## src/asmc_params.svh

```systemverilog
// timing counts, edge thresholds and reset values for the serial mode control block
`ifndef ASMC_PARAMS_SVH
`define ASMC_PARAMS_SVH

// serial-clock falling-edge thresholds that pick the next mode, start tracking and capture the select bits
`define ASMC_EDGE_GLITCH 5'h02
`define ASMC_EDGE_PWR 5'h0a
`define ASMC_EDGE_CHAIN_END 5'h0c
`define ASMC_EDGE_NORMAL 5'h0d
`define ASMC_EDGE_TRACK 5'h05
`define ASMC_EDGE_CHN 5'h03
`define ASMC_EDGE_STY 5'h04
`define ASMC_EDGE_FULL 5'h10
// leading bits ahead of the result: two zeros, channel, then channel again (inverted in chain mode)
`define ASMC_LEAD_BITS 5'h04
`define ASMC_RESULT_BITS 12
// power-up time in ns and its count of system clocks
`define ASMC_PWRUP_NS 1000
`define ASMC_CLK_NS 10
`define ASMC_PWRUP_CYC 8'h64
// reset values
`define ASMC_RST_COUNT 5'h00
`define ASMC_RST_CHN 1'b0

`endif

```

## src/asmc_pkg.sv

```systemverilog
// types shared by the serial mode control block
package asmc_pkg;

    // operating modes, gray coded along normal -> chain -> power-down
    typedef enum logic [1:0] {
        ASMC_NORMAL = 2'b00,
        ASMC_CHAIN = 2'b01,
        ASMC_PWRDN = 2'b11
    } asmc_mode_t;

endpackage : asmc_pkg

```

## src/asmc_core.sv

```systemverilog
// mode control, conversion framing and serial data output of a two-channel serial converter
`timescale 1ns/100ps
`include "asmc_params.svh"

module asmc_core (
    input wire logic clk_i,
    input wire logic rst_b_i,
    input wire logic cs_b_i,
    input wire logic sclk_i,
    input wire logic din_i,
    input wire logic [11:0] result_i,
    input wire logic chain_din_valid_i,
    output logic dout_o,
    output logic dout_oe_o,
    output logic analog_off_o,
    output logic track_o,
    output logic sample_o,
    output logic conv_abort_o,
    output logic powered_o,
    output logic chain_data_valid_o,
    output logic [1:0] mode_o,
    output logic channel_o
);

    // ------------------------------------------------------------------
    // pin synchronisers
    // ------------------------------------------------------------------

    logic [2:0] cs_sync;
    logic [2:0] sclk_sync;
    logic [2:0] din_sync;
    logic cs_b;
    logic sclk;

    // three stages; a level counts once stages two and three agree
    always_ff @(posedge clk_i)
    begin
        if (!rst_b_i)
        begin
            cs_sync <= 3'h7;
            sclk_sync <= 3'h7;
            din_sync <= 3'h0;
        end
        else
        begin
            cs_sync <= {cs_sync[1:0], cs_b_i};
            sclk_sync <= {sclk_sync[1:0], sclk_i};
            din_sync <= {din_sync[1:0], din_i};
        end
    end

    // filtered levels, updated only when the later two stages agree
    always_ff @(posedge clk_i)
    begin
        if (!rst_b_i)
        begin
            cs_b <= 1'b1;
            sclk <= 1'b1;
        end
        else
        begin
            if (cs_sync[1] == cs_sync[2])
                cs_b <= cs_sync[2];
            if (sclk_sync[1] == sclk_sync[2])
                sclk <= sclk_sync[2];
        end
    end

    logic cs_fall;
    logic cs_rise;
    logic sclk_fall;
    assign cs_fall = cs_b && (cs_sync[1] == cs_sync[2]) && !cs_sync[2];
    assign cs_rise = !cs_b && (cs_sync[1] == cs_sync[2]) && cs_sync[2];
    assign sclk_fall = !cs_b && sclk && (sclk_sync[1] == sclk_sync[2]) && !sclk_sync[2];

    // ------------------------------------------------------------------
    // frame counting and input word capture
    // ------------------------------------------------------------------

    logic [4:0] edge_count;
    logic chn_in;
    logic sty_in;
    logic [4:0] next_count;
    assign next_count = (edge_count == 5'h1f) ? edge_count : edge_count + 5'h01;

    // falling-edge counter, cleared at frame start, saturating
    always_ff @(posedge clk_i)
    begin
        if (!rst_b_i)
            edge_count <= `ASMC_RST_COUNT;
        else if (cs_fall)
            edge_count <= `ASMC_RST_COUNT;
        else if (sclk_fall)
            edge_count <= next_count;
    end

    // capture the two used bits of the input word
    always_ff @(posedge clk_i)
    begin
        if (!rst_b_i)
        begin
            chn_in <= `ASMC_RST_CHN;
            sty_in <= `ASMC_RST_CHN;
        end
        else if (sclk_fall && next_count == `ASMC_EDGE_CHN)
            chn_in <= din_sync[2];
        else if (sclk_fall && next_count == `ASMC_EDGE_STY)
            sty_in <= din_sync[2];
    end

    // ------------------------------------------------------------------
    // mode state machine
    // ------------------------------------------------------------------

    asmc_pkg::asmc_mode_t mode;
    asmc_pkg::asmc_mode_t next_mode;
    logic frame_mode_chain;
    logic frame_from_pd;
    logic full_frame;

    // mode on rising chip-select from the edge count
    always_comb
    begin
        next_mode = mode;
        full_frame = edge_count >= `ASMC_EDGE_FULL;
        if (edge_count < `ASMC_EDGE_GLITCH)
            next_mode = frame_from_pd ? asmc_pkg::ASMC_PWRDN : mode;
        else if (edge_count < `ASMC_EDGE_PWR)
            next_mode = asmc_pkg::ASMC_PWRDN;
        else if (frame_from_pd || frame_mode_chain)
            // wake or chain dummy frame: 10..13 back to normal from chain, 10..11 into chain from wake
            next_mode = (frame_mode_chain && edge_count <= `ASMC_EDGE_NORMAL)
                ? asmc_pkg::ASMC_NORMAL
                : (edge_count < `ASMC_EDGE_CHAIN_END) ? asmc_pkg::ASMC_CHAIN
                : (frame_mode_chain && chn_in != sty_in && full_frame) ? asmc_pkg::ASMC_CHAIN
                : asmc_pkg::ASMC_NORMAL;
        else if (edge_count <= `ASMC_EDGE_NORMAL)
            next_mode = asmc_pkg::ASMC_CHAIN;
        else
            next_mode = asmc_pkg::ASMC_NORMAL;
    end

    // mode register, updated at the end of each frame
    always_ff @(posedge clk_i)
    begin
        if (!rst_b_i)
            mode <= asmc_pkg::ASMC_NORMAL;
        else if (cs_rise)
            mode <= next_mode;
    end

    // remember which mode the frame began in
    always_ff @(posedge clk_i)
    begin
        if (!rst_b_i)
        begin
            frame_mode_chain <= 1'b0;
            frame_from_pd <= 1'b0;
        end
        else if (cs_fall)
        begin
            frame_mode_chain <= (mode == asmc_pkg::ASMC_CHAIN);
            frame_from_pd <= (mode == asmc_pkg::ASMC_PWRDN);
        end
    end

    // ------------------------------------------------------------------
    // analog power, track-and-hold and conversion strobes
    // ------------------------------------------------------------------

    logic [7:0] pwr_count;
    logic in_frame;
    logic pwr_ok;

    // analog off while powered down and not in a frame; wakes on frame start
    always_ff @(posedge clk_i)
    begin
        if (!rst_b_i)
            analog_off_o <= 1'b1;
        else if (cs_fall)
            analog_off_o <= 1'b0;
        else if (cs_rise)
            analog_off_o <= (next_mode == asmc_pkg::ASMC_PWRDN);
    end

    // power-up timer; sixteen edges of a wake frame also count as powered
    always_ff @(posedge clk_i)
    begin
        if (!rst_b_i || analog_off_o)
            pwr_count <= 8'h00;
        else if (pwr_count != `ASMC_PWRUP_CYC)
            pwr_count <= pwr_count + 8'h01;
    end
    assign pwr_ok = (pwr_count == `ASMC_PWRUP_CYC);

    // powered flag for valid next conversion; drops in the same cycle as the shut-off
    always_ff @(posedge clk_i)
    begin
        if (!rst_b_i || analog_off_o || (cs_rise && next_mode == asmc_pkg::ASMC_PWRDN))
            powered_o <= 1'b0;
        else if (pwr_ok || (sclk_fall && next_count == `ASMC_EDGE_FULL))
            powered_o <= 1'b1;
    end

    // track-and-hold: hold from reset and at sampling, track on fifth edge
    always_ff @(posedge clk_i)
    begin
        if (!rst_b_i)
            track_o <= 1'b0;
        else if (cs_fall)
            track_o <= 1'b0;
        else if (cs_rise && next_mode == asmc_pkg::ASMC_PWRDN)
            track_o <= 1'b0;
        else if (sclk_fall && next_count == `ASMC_EDGE_TRACK)
            track_o <= 1'b1;
    end

    // one-cycle sample and abort strobes
    always_ff @(posedge clk_i)
    begin
        if (!rst_b_i)
        begin
            sample_o <= 1'b0;
            conv_abort_o <= 1'b0;
            in_frame <= 1'b0;
        end
        else
        begin
            sample_o <= cs_fall;
            conv_abort_o <= cs_rise && !full_frame;
            if (cs_fall)
                in_frame <= 1'b1;
            else if (cs_rise)
                in_frame <= 1'b0;
        end
    end

    // ------------------------------------------------------------------
    // output word and data pin
    // ------------------------------------------------------------------

    logic [15:0] shift;

    // load word at frame start; shift on each falling edge
    always_ff @(posedge clk_i)
    begin
        if (!rst_b_i)
            shift <= 16'h0000;
        else if (cs_fall)
            shift <= {2'b00, channel_o, (mode == asmc_pkg::ASMC_CHAIN) ? !channel_o : channel_o,
                      result_i};
        else if (sclk_fall)
            shift <= {shift[14:0], din_sync[2]};
    end

    // data pin driven only inside a frame
    always_ff @(posedge clk_i)
    begin
        if (!rst_b_i)
        begin
            dout_o <= 1'b0;
            dout_oe_o <= 1'b0;
        end
        else
        begin
            dout_oe_o <= in_frame && !cs_rise;
            dout_o <= shift[15];
        end
    end

    // channel for next conversion, mode and chain validity
    always_ff @(posedge clk_i)
    begin
        if (!rst_b_i)
        begin
            channel_o <= `ASMC_RST_CHN;
            mode_o <= 2'b00;
            chain_data_valid_o <= 1'b0;
        end
        else
        begin
            mode_o <= mode;
            if (cs_rise && edge_count >= `ASMC_EDGE_STY)
                channel_o <= chn_in;
            if (cs_rise && next_mode == asmc_pkg::ASMC_CHAIN)
                chain_data_valid_o <= chain_din_valid_i
                    && (edge_count < `ASMC_EDGE_CHAIN_END);
        end
    end

endmodule : asmc_core

```

## config.mk

```make
export PLATFORM = sky130hd
export DESIGN_NAME = asmc_core
export DESIGN_NICKNAME = d
export VERILOG_FILES = /design/src/asmc_pkg.sv /design/src/asmc_core.sv
export VERILOG_INCLUDE_DIRS = /design/src /design/src/src
export SDC_FILE = /design/constraint.sdc
export NUM_CORES = 1
export LEC_CHECK = 0
export BUFFER_PORTS_ARGS = -buffer_cell sky130_fd_sc_hd__buf_2
export CAP_MARGIN = 25
export CORE_ASPECT_RATIO = 1.75
export CORE_UTILIZATION = 55
export DETAILED_ROUTE_END_ITERATION = 7
export GPL_ROUTABILITY_DRIVEN = 0
export PLACE_DENSITY = 0.76
export REMOVE_ABC_BUFFERS = 1
export SLEW_MARGIN = 20
export SYNTH_ARGS = -nofsm -noshare
export SYNTH_HDL_FRONTEND = slang
export SYNTH_SLANG_ARGS = --single-unit
```

## constraint.sdc

```tcl
create_clock -name clk_i -period 1.8 [get_ports clk_i]
set_input_delay 0.36 -clock clk_i [delete_from_list [all_inputs] [get_ports clk_i]]
set_output_delay 0.36 -clock clk_i [all_outputs]
set_load 0.05 [all_outputs]
```

==> results_dict.tcl, run 1 <==
set metrics [dict create \
    p_total_uw 2680 \
    crit_path_end "analog_off_o$_SDFFE_PN1P_" \
    avgRoutedWirePerCell_um 13.9 \
    synthArstFlopShare 0 \
    rr_worst_depth 5 \
    cts-buffers-inserted 9 \
    first_pass_iters 4 \
    syn_area_mm2 0.00245 \
    clock_sinks 58 \
    worstSetupPathType "flip-flop to flip-flop" \
    hold_viol_final 0 \
    slowest_delay_ns 0.53 \
    areaGrowthSynthToFinish_pct 19.3 \
    port_buffers 28 \
    timing.slew.headroom 0.719 \
    ys_ff_latch 58 \
    drt_iter0_drc 40 \
    grt_pass1_vias 1964 \
    synthCells 277 \
    postLayoutCellArea_mm2 0.00292 \
    synth_top_area_frac 0.474 \
    cp-end-kind "flip-flop" \
    synth_top_area_cell "dfxtp_1" \
    dp_hpwl_um 3710 \
    synth_simple_gate_area_frac 0.255 \
    rr_startpoint "edge_count[3]$_SDFFE_PP0P_" \
    yosys_warnings 0 \
    cts_root_buf "clkbuf_8" \
    worstPathCellList "or4_1 -> o211ai_1 -> nor2b_1 -> a21oi_1 -> o21ai_0" \
    die_width_um 52.4 \
    synth_top_family_by_area "simple AND/OR/NAND/NOR gates" \
    tightest_slew_ns 0.421 \
    antenna_found_initial 0 \
    drive_above_1_share 0.209 \
    grt_pass1_wl_um 8280 \
    synthTopCellsByCount "dfxtp_1 (58), nand2_1 (41), nor2_1 (21), a21boi_0 (14), a21oi_1 (14)" \
    reg2reg_to "analog_off_o$_SDFFE_PN1P_" \
    synth_flop_cell "dfxtp_1" \
    vias 2016 \
    synth_adder_area_share 0.0204 \
    num_rows 31 \
    rsz0062_at_grt "false" \
    period_share 0.944 \
    setup_tns_ns 0 \
    ant_nets 0 \
    cp-startpoint "edge_count[3]$_SDFFE_PP0P_" \
    hold_path_class "input port to flip-flop" \
    synth_compound_area_frac 0.159 \
    initial_utilization 0.585 \
    ff2ff_setup_slack_ns 0.10 \
    post-route-util 0.697 \
    outcome "finished, final reports clean" \
    dieHeight_um 90.3 \
    die_area_mm2 0.00473 \
    coreArea_mm2 0.00419 \
    wl_um 5130 \
    fin_crit_ns 1.70 \
    ios 29 \
    holdBufCountCts 0 \
    final_nets 337 \
    crit_path_max_fanout 12 \
    synthMuxAreaShare 0.0204 \
    clk_pin_slew_ns 0.06 \
    slowest_stage "or4_1" \
    yosysSeqAreaShare 0.474 \
    startpoint_type "flip-flop" \
    multi_input_area_mm2 0.00121 \
    fin_cells 369 \
    synth_cell_types 44 \
    max-cap-violations 0 \
    peakVddDrop_v 0.000862 \
    setup_violations 0 \
    clk_latency_ns 0.34 \
    grt_overflow 0 \
    place_area_mm2 0.00270 \
    vias_per_cell 5.46 \
    slew_viol_final 0 \
    diodes 0 \
    dp.cells 353 \
    min_from "cs_b_i" \
    required_ns 2.00 \
    grt_use_total 0.238 \
    cts_tree "built" \
    synth_xor_area_frac 0.0358 \
    htree_levels 3 \
    clk_path_buf_depth 2 \
    remaining_drc_errors 0 \
    fill_cells 356 \
    max_clock_freq_mhz 588 \
    fin_skew_ns 0.00453 \
    synth_enable_flop_cells 0 \
    synth.most_common_cell "dfxtp_1" \
    leakage_uw 0.00117 \
    synthTopCellsByArea "dfxtp_1 (47%), nand2_1 (6.3%), a21boi_0 (4.3%)" \
    grt_max_degree 25 \
    seqCellArea_mm2 0.00116 \
    p_per_area_mw_per_mm2 916 \
    cp_data_arrival_time_ns 1.90 \
    syn_area_per_cell_um2 8.84 \
]
==> cell usage in the layout (no fill, tap or decap), drive strengths merged, types with 2 or more instances in the layout <==
cell,n
or2,4
mux2i,5
nor4,2
ha,4
or3,2
a21boi,14
bufinv,2
nor2b,3
nand2b,7
clkinv,2
nor3b,3
nand4,3
dfxtp,58
a21oi,14
o21ai,7
nor3,5
o211a,2
nand2,41
and3,4
inv,6
clkbuf,11
and2,8
xnor2,4
xor2,6
buf,42
nor2,21
nand3,11
a22oi,12
==> worst min path at each step <==
stage               depth (start not counted)  slack [ns]                      end
CTS                                         2        0.19    cs_sync[0]$_SDFF_PN1_
detailed placement                          1        0.39    cs_sync[1]$_SDFF_PN1_
finish                                      2        0.20    cs_sync[0]$_SDFF_PN1_
global route                                2        0.21  sclk_sync[0]$_SDFF_PN1_
floorplan                                   1        0.39    cs_sync[1]$_SDFF_PN1_
global placement                            1        0.39  sclk_sync[1]$_SDFF_PN1_
==> per-layer routing <==
metal  vias to the layer above  share of wire  global-route usage
met4                         0          0.030               0.160
met3                        15          0.031              0.0556
met2                        43           0.56               0.430
li1                       1038              -                   -
met5                         -              0                   0
met1                       920           0.38               0.218
==> cell families after synthesis <==
logic type                 Yosys count
and+or+nand+nor                    121
AOI/OAI and AO/OA                   58
DFF                                 58
buffers and inverters               21
xor gates and xnor gates            10
muxes                                5
adders and majority gates            4
==> report_power, final <==
group / internal (uW) / switching, uW / total (uW)
combinational: 30.4 / 29.7 / 60.2
sequential: 1290 / 6.91 / 1300
clock: 812 / 503 / 1310
total: 2140 / 540 / 2680
==> area by class of cell <==
type | count | share of cell area
clock buffers | 11 | 0.0484
clock inverters | 5 | 0.0266
inverters | 6 | 0.00771
multi-input cells | 198 | 0.415
flip-flops and latches | 58 | 0.397
well taps | 49 | 0.0210
repair buffers | 42 | 0.0839
==> state kept, by name, indices dropped and copies added, names as in the netlist, 2 cells and up <==
register	flops
din_sync	3
pwr_count	8
sclk_sync	3
cs_sync	3
mode	2
mode_o	2
shift	16
edge_count	5
==> through the flow <==
stage,hold slack [ns],setup WS (ns)
3_5_place_dp,0.392,0.0895
6_report,0.200,0.101
3_3_place_gp,0.389,0.153
2_1_floorplan,0.386,-0.333
4_1_cts,0.188,0.0789
5_1_grt,0.208,0.0180
==> repair_timing <==
item / CTS / global route
gates resized for setup: 0 / 2
setup endpoints to repair: 0 / 3
setup buffers: 0 / 0
==> worst max-delay path: cells and delay by family (launching register included) <==
| kind | cells | cell delay, ns |
|---|---|---|
| AOI/OAI and AO/OA | 3 | 0.47 |
| DFF | 1 | 0.43 |
| and+or+nand+nor | 2 | 0.66 |
Note: power is estimated with default switching activity, not from simulation.
==> inputs of run 2 (changes only) <==
- ABC_AREA: unset -> 1
- SETUP_SLACK_MARGIN: unset -> 0.5
==> results_dict.tcl, run 2 <==
set metrics [dict create \
    outcome "finished, final reports clean" \
    port_buffers 28 \
    synthArstFlopShare 0 \
    hold_path_class "input port to flip-flop" \
    power_frac_clock 0.467 \
    first_pass_iters 4 \
    p_sw_uw 511 \
    synthTopCellsByCount "nand2_1 (83), dfxtp_1 (58), inv_1 (46), nor2_1 (32), nand3_1 (19)" \
    timing.slew.headroom 0.817 \
    max-cap-violations 0 \
    cp_data_arrival_time_ns 1.62 \
    diodes 0 \
    slowest_stage "dfxtp_4" \
    synthTopCellsByArea "dfxtp_1 (47%), nand2_1 (13%), inv_1 (6.9%)" \
    drt_iter0_drc 61 \
    ff2ff_setup_slack_ns 0.40 \
    clock_sinks 58 \
    synthCells 335 \
    fill_cells 352 \
    grt_pass1_vias 2176 \
    required_ns 2.03 \
    slew_viol_final 0 \
    post-route-util 0.731 \
    grt_use_total 0.257 \
    clk_latency_ns 0.34 \
    setup_tns_ns 0 \
    drive_above_1_share 0.325 \
    num_rows 32 \
    cp-end-kind "flip-flop" \
    p_total_uw 2540 \
    crit_path_end "chn_in$_SDFFE_PN0N_" \
    antenna_found_initial 0 \
    p_per_area_mw_per_mm2 795 \
    fin_skew_ns 0.00602 \
    holdBufCountCts 0 \
    grt_pass1_wl_um 9030 \
    slowest_delay_ns 0.41 \
    dp.cells 409 \
    max_clock_freq_mhz 716 \
    layout_commonest_cell "nand2_1" \
    remaining_drc_errors 0 \
    worstSetupPathType "flip-flop to flip-flop" \
    ant_nets 0 \
    synth_top_family_by_area "simple AND/OR/NAND/NOR gates" \
    clk_pin_slew_ns 0.06 \
    htree_levels 3 \
    clk_path_buf_depth 2 \
    vias 2320 \
    cts_tree "built" \
    cts-buffers-inserted 9 \
    rr_worst_depth 8 \
    avgRoutedWirePerCell_um 12.9 \
    ios 29 \
    die_width_um 52.9 \
    path_buf_inv 1 \
    fin_crit_ns 1.40 \
    synth_top_area_cell "dfxtp_1" \
    die_area_mm2 0.00481 \
    dp_hpwl_um 3680 \
    hold_viol_final 0 \
    worstPathCellList "ha_4 -> inv_4 -> nor3_1 -> nor2_2 -> nand2_1 -> nor2_2 -> a21oi_1 -> nor2_1" \
    leakage_uw 0.00138 \
    power_frac_seq 0.509 \
    syn_area_per_cell_um2 7.44 \
    synth_top_area_frac 0.466 \
    coreArea_mm2 0.00436 \
    initial_utilization 0.571 \
    top_register "shift" \
    swShare 0.201 \
    crit_path_max_fanout 6 \
    reg.largest.list "shift: 16 flops, pwr_count: 8 flops, edge_count: 5 flops" \
    areaGrowthSynthToFinish_pct 28.1 \
    largest_reg_flops 16 \
    grt_overflow 0 \
    yosys_warnings 0 \
    p_comb_frac 0.024 \
    vias_per_cell 5.28 \
    syn_area_mm2 0.00249 \
    tightest_slew_ns 0.272 \
    synth_xor_area_frac 0.0105 \
    cp.depth 8 \
    layout_common_cells "nand2_1 (79), dfxtp_1 (46), inv_1 (34)" \
    startpoint_type "flip-flop" \
    dieHeight_um 91.0 \
    synth_enable_flop_cells 0 \
    ys_ff_latch 58 \
    preCtsSetupSlack_ns 0.254 \
    final_nets 405 \
    fin_cells 439 \
    grt_max_degree 21 \
    synth.most_common_cell "nand2_1" \
    rsz0062_at_grt "true" \
    yosysSeqAreaShare 0.466 \
    cp_top_family "simple AND/OR/NAND/NOR gates" \
    synth_adder_area_share 0.0201 \
    synth_cell_types 33 \
    setup_ws_ns 0.404 \
    cpMostUsedCell "nor2_2" \
    peakVddDrop_v 0.000753 \
    synth_flop_cell "dfxtp_1" \
    cp-startpoint "edge_count[1]$_SDFFE_PP0P_" \
    power.internal_uw 2030 \
    reg2reg_to "chn_in$_SDFFE_PN0N_" \
    synth_compound_area_frac 0.117 \
    synth_simple_gate_area_frac 0.291 \
    rr_startpoint "edge_count[1]$_SDFFE_PP0P_" \
    setup_violations 0 \
    wl_um 5680 \
    synthMuxAreaShare 0 \
    period_share 0.775 \
    cts_root_buf "clkbuf_8" \
]
==> run 2: how the worst min path moves through the flow <==
stage                      startpoint                       to  slack [ns]  depth (start not counted)
2_1_floorplan  din_sync[0]$_SDFF_PN0_   din_sync[1]$_SDFF_PN0_        0.39                          2
3_3_place_gp    cs_sync[0]$_SDFF_PN1_    cs_sync[1]$_SDFF_PN1_        0.39                          1
3_5_place_dp   din_sync[0]$_SDFF_PN0_   din_sync[1]$_SDFF_PN0_        0.40                          2
4_1_cts                        sclk_i  sclk_sync[0]$_SDFF_PN1_        0.20                          2
5_1_grt                        cs_b_i    cs_sync[0]$_SDFF_PN1_        0.22                          2
6_report                       sclk_i  sclk_sync[0]$_SDFF_PN1_        0.20                          2
==> run 2: power by group through the flow <==
stage                     combinational (uW)  clock (uW)  sequential [uW]
after floorplan                         23.7           0             1330
after global placement                  60.3           0             1330
after detailed placement                61.0           0             1330
after CTS                               61.2        1200             1290
after global routing                    69.0        1270             1290
final                                   61.8        1180             1290
==> run 2: routing by layer <==
layer  part of all wire  track usage  vias to the layer above  wire length, um
met5                  0            0                        -                0
li1                   -            -                     1168                -
met1               0.37        0.244                     1065             2130
met3              0.042       0.0536                       19              236
met4              0.043        0.175                        0              246
met2               0.54        0.459                       68             3070
==> run 2: stage by stage <==
step | hold WS (ns) | area, um2
6_report | 0.204 | 3190
3_3_place_gp | 0.393 | 2680
2_1_floorplan | 0.390 | 2430
3_5_place_dp | 0.399 | 2680
5_1_grt | 0.219 | 3190
4_1_cts | 0.205 | 3050
==> run 2: repair_timing <==
item / in CTS / in global routing
gates resized for setup: 40 / 36
pin swaps: 11 / 11
gates cloned: 2 / 1
setup buffers: 8 / 3
hold endpoints to repair: 0 / 0
endpoints found under the setup margin: 32 / 33
==> run 2: logic make-up after synthesis <==
logic type / Yosys count
compound gates: 49
xor+xnor: 3
fa+ha+maj: 4
buf+inv: 58
flops: 58
simple gates: 163
==> run 2: final cells by class <==
| type | count | area (um2) | area share |
|---|---|---|---|
| Inverter | 47 | 185 | 0.0580 |
| Clock buffer | 14 | 163 | 0.0510 |
| Timing Repair Buffer | 46 | 313 | 0.0980 |
| Sequential cell | 58 | 1190 | 0.372 |
| Clock inverter | 2 | 35.0 | 0.0110 |
| Multi-Input combinational cell | 220 | 1240 | 0.387 |
| Tap cell | 51 | 63.8 | 0.0200 |
| Timing Repair inverter | 1 | 7.51 | 0.00235 |
